## src/spsc_pkg.sv

```systemverilog
// shared constants, register layout and carrier types of the port status and host control slice
package spsc_pkg;

	localparam int AW = 4;
	localparam int DW = 16;
	localparam int BW = 6;

	localparam logic [AW-1:0] OFS_CTL1 = 4'h0;
	localparam logic [AW-1:0] OFS_CTL2 = 4'h2;
	localparam logic [AW-1:0] OFS_STAT = 4'h4;
	localparam logic [AW-1:0] OFS_VID = 4'h4;
	localparam logic [AW-1:0] OFS_CTL3 = 4'h6;
	localparam logic [AW-1:0] OFS_IRATE = 4'h8;
	localparam logic [AW-1:0] OFS_ERATE = 4'hA;
	localparam logic [AW-1:0] OFS_BANK = 4'hE;

	localparam logic [BW-1:0] BANK_P2 = 6'h33;
	localparam logic [BW-1:0] BANK_HOST = 6'h34;
	localparam logic [BW-1:0] BANK_RST = 6'h00;

	localparam int ST_MODE = 15;
	localparam int ST_POL = 13;
	localparam int ST_RXFC = 12;
	localparam int ST_TXFC = 11;
	localparam int ST_SPD = 10;
	localparam int ST_DPX = 9;
	localparam int ST_MDI = 7;
	localparam int ST_AN = 6;
	localparam int ST_LINK = 5;
	localparam int ST_PART_HI = 4;
	localparam logic ST_MODE_RST = 1'b1;

	localparam int C2_VFILT = 14;
	localparam int C2_NPVID = 13;
	localparam int C2_TXEN = 10;
	localparam int C2_RXEN = 9;
	localparam int C2_NOLRN = 8;
	localparam int C2_SNIFP = 7;
	localparam int C2_RXSN = 6;
	localparam int C2_TXSN = 5;
	localparam int C2_CEIL = 3;
	localparam int C2_MEMB_HI = 2;
	localparam logic [DW-1:0] C2_RST = 16'h0607;
	localparam logic [DW-1:0] C2_WMASK = 16'h67EF;
	localparam logic [DW-1:0] REG_RST = 16'h0000;

	localparam int TAG_PRIO_HI = 15;
	localparam int TAG_PRIO_LO = 13;
	localparam int TAG_VID_HI = 11;

	localparam int PORT_ONE = 0;
	localparam int PORT_TWO = 1;
	localparam int PORT_HOST = 2;

	typedef struct packed {
		logic rx_pol_rev;
		logic rx_fc;
		logic tx_fc;
		logic speed100;
		logic full_dpx;
		logic mdi;
		logic an_done;
		logic link_good;
		logic [4:0] partner;
	} spsc_phy_t;

	typedef struct packed {
		logic valid;
		logic [2:0] members;
		logic [11:0] vlan_identifier;
		logic [2:0] prio;
		logic [2:0] dest;
	} spsc_rx_t;

	typedef struct packed {
		logic valid;
		logic drop;
		logic learn;
		logic monitor;
		logic [2:0] fwd;
		logic [2:0] prio;
	} spsc_rxd_t;

	typedef struct packed {
		logic valid;
		logic to_host;
		logic monitored;
	} spsc_tx_t;

	typedef struct packed {
		logic valid;
		logic send;
		logic mark;
	} spsc_txd_t;

endpackage

```

## src/spsc_regs.sv

```systemverilog
// banked register slice: port-two status, host-port control and per-frame host-port decisions
`timescale 1ns/1ns
module spsc_regs #(
	parameter int ADDR_W = 4
) (
	input wire logic clk,
	input wire logic rstn,
	input wire logic [ADDR_W-1:0] addr,
	input wire logic [spsc_pkg::DW-1:0] wdata,
	input wire logic wr,
	input wire logic rd,
	output logic [spsc_pkg::DW-1:0] rdata,
	input wire spsc_pkg::spsc_phy_t phy,
	input wire spsc_pkg::spsc_rx_t rx_req,
	output spsc_pkg::spsc_rxd_t rx_dec,
	input wire spsc_pkg::spsc_tx_t tx_req,
	output spsc_pkg::spsc_txd_t tx_dec,
	output logic crossover_scheme_select,
	output logic [spsc_pkg::BW-1:0] bank,
	output logic [spsc_pkg::DW-1:0] host_port_control_one,
	output logic [spsc_pkg::DW-1:0] host_port_control_two,
	output logic [spsc_pkg::DW-1:0] host_port_vlan_id_control,
	output logic [spsc_pkg::DW-1:0] host_port_control_three,
	output logic [spsc_pkg::DW-1:0] host_port_ingress_rate,
	output logic [spsc_pkg::DW-1:0] host_port_egress_rate
);
	import spsc_pkg::*;

	if (ADDR_W != AW) begin : g_chk
		$error("spsc_regs: ADDR_W must equal the register offset width");
	end

	////////////////////////////////////////////////////////////////////////////
	// decode

	function automatic logic hit(input logic [BW-1:0] b, input logic [AW-1:0] a,
		input logic [BW-1:0] wb, input logic [AW-1:0] wa);
		return (b == wb) && (a == wa);
	endfunction

	// offsets only mean something in the two mapped banks; bank select answers anywhere
	wire logic [AW-1:0] off = addr[AW-1:0];
	wire logic at_bank = off == OFS_BANK;
	wire logic at_stat = hit(bank, off, BANK_P2, OFS_STAT);
	wire logic at_ctl1 = hit(bank, off, BANK_HOST, OFS_CTL1);
	wire logic at_ctl2 = hit(bank, off, BANK_HOST, OFS_CTL2);
	wire logic at_vid = hit(bank, off, BANK_HOST, OFS_VID);
	wire logic at_ctl3 = hit(bank, off, BANK_HOST, OFS_CTL3);
	wire logic at_irate = hit(bank, off, BANK_HOST, OFS_IRATE);
	wire logic at_erate = hit(bank, off, BANK_HOST, OFS_ERATE);

	////////////////////////////////////////////////////////////////////////////
	// port-two status word; only the mode bit is stored, the rest is live

	wire logic [DW-1:0] stat_word = {
		crossover_scheme_select,
		1'b0,
		phy.rx_pol_rev,
		phy.rx_fc,
		phy.tx_fc,
		phy.speed100,
		phy.full_dpx,
		1'b0,
		phy.mdi,
		phy.an_done,
		phy.link_good,
		phy.partner
	};

	////////////////////////////////////////////////////////////////////////////
	// register writes

	// the bank select answers in every bank, reserved ones included
	always_ff @(posedge clk or negedge rstn) begin
		if (!rstn) begin
			bank <= BANK_RST;
		end else if (wr && at_bank) begin
			bank <= wdata[BW-1:0];
		end
	end

	always_ff @(posedge clk or negedge rstn) begin
		if (!rstn) begin
			crossover_scheme_select <= ST_MODE_RST;
		end else if (wr && at_stat) begin
			crossover_scheme_select <= wdata[ST_MODE];
		end
	end

	always_ff @(posedge clk or negedge rstn) begin
		if (!rstn) begin
			host_port_control_two <= C2_RST;
		end else if (wr && at_ctl2) begin
			// masking at the write keeps reserved bits from ever reading back as one
			host_port_control_two <= wdata & C2_WMASK;
		end
	end

	// the layouts of these words live elsewhere, so every bit is kept
	always_ff @(posedge clk or negedge rstn) begin
		if (!rstn) begin
			host_port_control_one <= REG_RST;
		end else if (wr && at_ctl1) begin
			host_port_control_one <= wdata;
		end
	end

	always_ff @(posedge clk or negedge rstn) begin
		if (!rstn) begin
			host_port_vlan_id_control <= REG_RST;
		end else if (wr && at_vid) begin
			host_port_vlan_id_control <= wdata;
		end
	end

	always_ff @(posedge clk or negedge rstn) begin
		if (!rstn) begin
			host_port_control_three <= REG_RST;
		end else if (wr && at_ctl3) begin
			host_port_control_three <= wdata;
		end
	end

	always_ff @(posedge clk or negedge rstn) begin
		if (!rstn) begin
			host_port_ingress_rate <= REG_RST;
		end else if (wr && at_irate) begin
			host_port_ingress_rate <= wdata;
		end
	end

	always_ff @(posedge clk or negedge rstn) begin
		if (!rstn) begin
			host_port_egress_rate <= REG_RST;
		end else if (wr && at_erate) begin
			host_port_egress_rate <= wdata;
		end
	end

	////////////////////////////////////////////////////////////////////////////
	// register reads; anything unmapped reads zero

	wire logic [DW-1:0] bank_word = {{(DW-BW){1'b0}}, bank};
	wire logic [DW-1:0] next_rdata =
		at_bank ? bank_word :
		at_stat ? stat_word :
		at_ctl1 ? host_port_control_one :
		at_ctl2 ? host_port_control_two :
		at_vid ? host_port_vlan_id_control :
		at_ctl3 ? host_port_control_three :
		at_irate ? host_port_ingress_rate :
		at_erate ? host_port_egress_rate :
		REG_RST;

	// data stand for the cycle after the strobe only
	always_ff @(posedge clk or negedge rstn) begin
		if (!rstn) begin
			rdata <= REG_RST;
		end else begin
			rdata <= rd ? next_rdata : REG_RST;
		end
	end

	////////////////////////////////////////////////////////////////////////////
	// receive decision for frames arriving on the host port

	wire logic [DW-1:0] c2 = host_port_control_two;
	wire logic [2:0] memb = c2[C2_MEMB_HI:0];
	wire logic [TAG_VID_HI:0] port_default_vlan_id = host_port_vlan_id_control[TAG_VID_HI:0];
	wire logic [2:0] def_prio = host_port_vlan_id_control[TAG_PRIO_HI:TAG_PRIO_LO];

	// every drop reason folds into one flag so learn, monitor and fwd agree
	wire logic vlan_drop = c2[C2_VFILT] && !rx_req.members[PORT_HOST];
	wire logic port_default_vlan_id_drop = c2[C2_NPVID]
		&& (rx_req.vlan_identifier != port_default_vlan_id);
	wire logic rx_drop = !c2[C2_RXEN] || vlan_drop || port_default_vlan_id_drop;
	wire logic ceil_hit = c2[C2_CEIL] && (rx_req.prio > def_prio);
	// never send a frame back out the port it came in on
	wire logic [2:0] host_mask = 3'h3;
	wire logic [2:0] next_fwd = rx_drop ? 3'h0 : (rx_req.dest & memb & host_mask);

	spsc_rxd_t next_rx_dec;
	assign next_rx_dec.valid = rx_req.valid;
	assign next_rx_dec.drop = rx_req.valid && rx_drop;
	assign next_rx_dec.learn = rx_req.valid && !rx_drop && !c2[C2_NOLRN];
	assign next_rx_dec.monitor = rx_req.valid && !rx_drop && c2[C2_RXSN];
	assign next_rx_dec.fwd = rx_req.valid ? next_fwd : 3'h0;
	assign next_rx_dec.prio = ceil_hit ? def_prio : rx_req.prio;

	always_ff @(posedge clk or negedge rstn) begin
		if (!rstn) begin
			rx_dec <= '0;
		end else begin
			rx_dec <= next_rx_dec;
		end
	end

	////////////////////////////////////////////////////////////////////////////
	// transmit decision for frames leaving on the host port

	// transmit enable overrides everything, monitor duty included
	wire logic tx_want = tx_req.to_host || (tx_req.monitored && c2[C2_SNIFP]);
	spsc_txd_t next_tx_dec;
	assign next_tx_dec.valid = tx_req.valid;
	assign next_tx_dec.send = tx_req.valid && c2[C2_TXEN] && tx_want;
	assign next_tx_dec.mark = next_tx_dec.send && c2[C2_TXSN];

	always_ff @(posedge clk or negedge rstn) begin
		if (!rstn) begin
			tx_dec <= '0;
		end else begin
			tx_dec <= next_tx_dec;
		end
	end
endmodule

```

## config.mk

```make
export PLATFORM = sky130hd
export DESIGN_NAME = spsc_regs
export DESIGN_NICKNAME = d
export VERILOG_FILES = /design/src/spsc_pkg.sv /design/src/spsc_regs.sv
export SDC_FILE = /design/constraint.sdc
export NUM_CORES = 1
export LEC_CHECK = 0
export BUFFER_PORTS_ARGS = -buffer_cell sky130_fd_sc_hd__buf_2
export CORE_ASPECT_RATIO = 1.1
export CORE_UTILIZATION = 51
export CTS_CLUSTER_DIAMETER = 120
export CTS_CLUSTER_SIZE = 12
export DETAILED_ROUTE_END_ITERATION = 16
export GPL_TIMING_DRIVEN = 0
export PLACE_DENSITY = 0.86
export SYNTH_ARGS = -nofsm -noshare
export SYNTH_HDL_FRONTEND = slang
export SYNTH_SLANG_ARGS = --single-unit
```

## constraint.sdc

```tcl
create_clock -name clk -period 2.8 [get_ports clk]
set_clock_uncertainty 0.1 [all_clocks]
set_input_delay 0.28 -clock clk [delete_from_list [all_inputs] [get_ports clk]]
set_output_delay 0.28 -clock clk [all_outputs]
set_load 0.01 [all_outputs]
```

==> impl_metrics.yaml <==
place:
  portBuffers: 185
  place_congestion: 0.8940
  place_area_sq_mm: 0.007310
  dp_hpwl_mm: 13.51
worst_setup_path:
  slowest_stage: "nor2_2"
  r2r_start: "bank[2]"
  r2r-end: "host_port_control_one[7]"
  r2r_cells: 6
  critPathMaxFanout: 10
  rrSetupSlack_ns: 0.06
  critPathKind: "reg -> reg"
  start_kind: "flip-flop"
  cp-end-kind: "flip-flop"
  critical_path.max_stage_delay_ns: 0.43
  crit_arrival_ns: 2.93
  crit_required_ns: 2.99
  path_cells: "clkbuf_1, nor3b_4, nand4_1, nor2_2, buf_4, mux2_2"
worst_hold_path:
  hp-class: "in -> reg"
  whs_path_depth: 2
  hold-path-endpoint: "rdata[13]"
  min_from: "phy[12]"
power_and_ir_drop:
  p_seq_share_pct: 41.5
  leakagePower_nw: 4.085
  power.internal_mw: 3.537
  finalPower_mw: 4.675
  switching_share_pct: 24.34
  p_per_area_mw_per_mm2: 587.7
  p_sw_mw: 1.138
  comb_power_share_pct: 10.8
  p_clk_share_pct: 47.7
  irDropWorstVdd_mv: 0.4006
synth:
  syn_area_per_cell_sq_um: 12.78
  synth_area_leader_cell: "dfrtp_1"
  synth_area_leaders: "dfrtp_1 (49%), mux2_2 (17%), dfstp_2 (2.6%), mux2_4 (2.4%), mux2i_1 (2.3%)"
  synth-edff-count: 0
  synthCells: 481
  synth_cell_types: 65
  ys.flop_type: "dfrtp_1"
  ys_top_cells_by_count: "dfrtp_1 (121), mux2_2 (92), nand2_1 (22), nor2_1 (15), mux2i_1 (14)"
  seq_area_frac_synth_pct: 51.82
  ys_ff_latch: 127
  yosys_warnings: 0
  synth_top_area_share_pct: 49.26
  synth.most_common_cell: "dfrtp_1"
  netlist_area_sq_mm: 0.006147
  async_flop_share_pct: 100.0
grt:
  grt_pass1_wl_mm: 29.05
  grt.overflow.total: 0
  grt_use_total_pct: 31.88
  antenna_found_initial: 1
  grt_max_degree: 109
  grt_pass1_vias: 5226
floorplanning:
  die_area_sq_mm: 0.01250
  die_w_um: 106.7
  start_util_pct: 53.02
  core-area_sq_mm: 0.01159
  io-pin-count: 194
  std_cell_rows: 41
  die_h_um: 117.1
sta:
  fmax_mhz: 365.0
  slew_headroom_pct: 38.16
  worst_pin_slew_ns: 0.9242
  hold_viol_final: 0
  rsz0062_at_grt: "no"
  slew_viol_final: 0
  setup_violations: 0
  final.period_utilization_pct: 97.85
  period_minus_slack_ns: 2.740
route:
  wl_per_cell_um: 22.50
  viasPerCell: 6.086
  drtIter0Drc: 525
  vias: 5216
  drc: 0
  antenna_left: 0
  dr.pass1.iters: 5
  drt-total-wl_mm: 19.28
clocking:
  numCtsBuffers: 17
  path_clk_slew_ns: 0.06
  cts_root_buffer: "clkbuf_16"
  cts.sinks: 127
  worstSkewPairLatency_ns: 0.41
  htreeDepth: 4
  cts_tree: "built"
  clockBufferDepth: 2
cells_and_area:
  final_cell_area_sq_mm: 0.007955
  drive_gt1_share_pct: 51.42
  area_growth_pct: 29.41
  nets: 758
  fillers: 840
status:
  status: "complete, no violations"
job:
  timing.max_cap.violations: 0
## layer usage
metal,routed length [um],GRT usage (%),up-vias
met5,0,0,-
met1,7209,38.87,2618
met3,1596,6.811,70
met4,863,20.09,0
li1,-,-,2198
met2,9612,52.13,330
## registers in the layout, summed over array words and instances, names as in the netlist
signal	count
rdata	16
host_port_vlan_id_control	16
crossover_scheme_select	1
host_port_ingress_rate	16
bank	6
host_port_control_two	12
rx_dec	9
host_port_control_three	16
tx_dec	3
host_port_control_one	16
host_port_egress_rate	16
## worst max-delay path by stage
stage             from                      endpoint  slack [ns]  cells after the start
2_1_floorplan  bank[0]     host_port_control_two[13]        0.62                      7
3_3_place_gp      rstn                      rdata[3]       -0.15                      1
3_5_place_dp   bank[2]   host_port_control_three[13]        0.06                      6
4_1_cts        bank[2]   host_port_control_three[10]        0.07                      6
5_1_grt        bank[2]  host_port_vlan_id_control[6]        0.02                      6
6_report       bank[2]      host_port_control_one[7]        0.06                      6
## what timing repair did
| item | 4_1_cts | 5_1_grt |
|---|---|---|
| setup buffers | 0 | 0 |
| resized for setup | 0 | 2 |
| setup endpoints to repair | 0 | 32 |
| endpoints found under the hold margin | 21 | 0 |
| hold buffers | 3 | 0 |
## worst max-delay path, delay by kind of cell (launching register included)
| kind | cells | cell delay, ns |
|---|---|---|
| flip-flops | 1 | 0.39 |
| multiplexers | 1 | 0.38 |
| buffers and inverters | 2 | 0.71 |
| AND/OR/NAND/NOR | 3 | 1.03 |
## cell families after synthesis
logic type,Yosys count,share of synthesized area (%)
XOR/XNOR,12,1.710
adder cells (fa/ha/maj),3,0.6107
multiplexers,118,22.31
AND/OR/NAND/NOR,104,10.91
AO/OA/AOI/OAI,74,8.651
buffers and inverters,42,3.928
flip-flops,127,51.82
other,1,0.06100
## area by class of cell
cell class	count	area (sq um)	share of cell area [%]
Tap cell	150	187.7	2.359
Timing Repair Buffer	189	989.7	12.44
Sequential cell	127	3186	40.04
Buffer	32	203.9	2.564
Antenna cell	1	2.502	0.03146
Multi-Input combinational cell	316	2748	34.54
Clock buffer	22	464.2	5.835
Inverter	10	37.54	0.4718
Clock inverter	10	136.4	1.714
## through the flow
step / util (%) / setup TNS, ns / setup WS, ns / std cells / hold slack, ns
4_1_cts: 68.49 / 0 / 0.06701 / 856 / 0.0003673
3_5_place_dp: 63.05 / 0 / 0.06068 / 821 / 0.03630
6_report: 68.62 / 0 / 0.06013 / 857 / 0.004350
5_1_grt: 68.62 / 0 / 0.02186 / 857 / 0.008531
3_3_place_gp: 62.76 / -17.08 / -0.1489 / 820 / 0.3012
2_1_floorplan: - / 0 / 0.6216 / 485 / -0.1156
## cell usage in the layout (no fill, tap or decap), drive strengths merged, types with 4 or more instances in the layout
cell    Yosys  layout
nand2      23      23
clkbuf     10      32
dfstp       6       6
clkinv      0       4
nor2       19      19
mux2i      14      14
dfrtp     121     121
mux2      102     102
buf        22     208
and3b       8       8
nand3       9       9
o21a        4       4
a211o       5       5
a211oi      4       4
xnor2      12      12
a41oi       5       5
a21oi      11      11
inv        10      10
conb        1       5
o21ai      13      13
nand4       6       6
nor2b       6       6
and3        4       4
nor3        5       5
o32ai       5       5
o22ai       4       4
## power by group through the flow
stage / logic, mW / registers (mW) / clock network, mW
after floorplan: 0.231 / 1.98 / 0
after global placement: 0.466 / 1.97 / 0
after detailed placement: 0.486 / 1.97 / 0
after CTS: 0.494 / 1.94 / 2.23
after global routing: 0.540 / 1.94 / 2.32
final: 0.506 / 1.94 / 2.23
No activity file was read; power rests on OpenSTA's default activity.
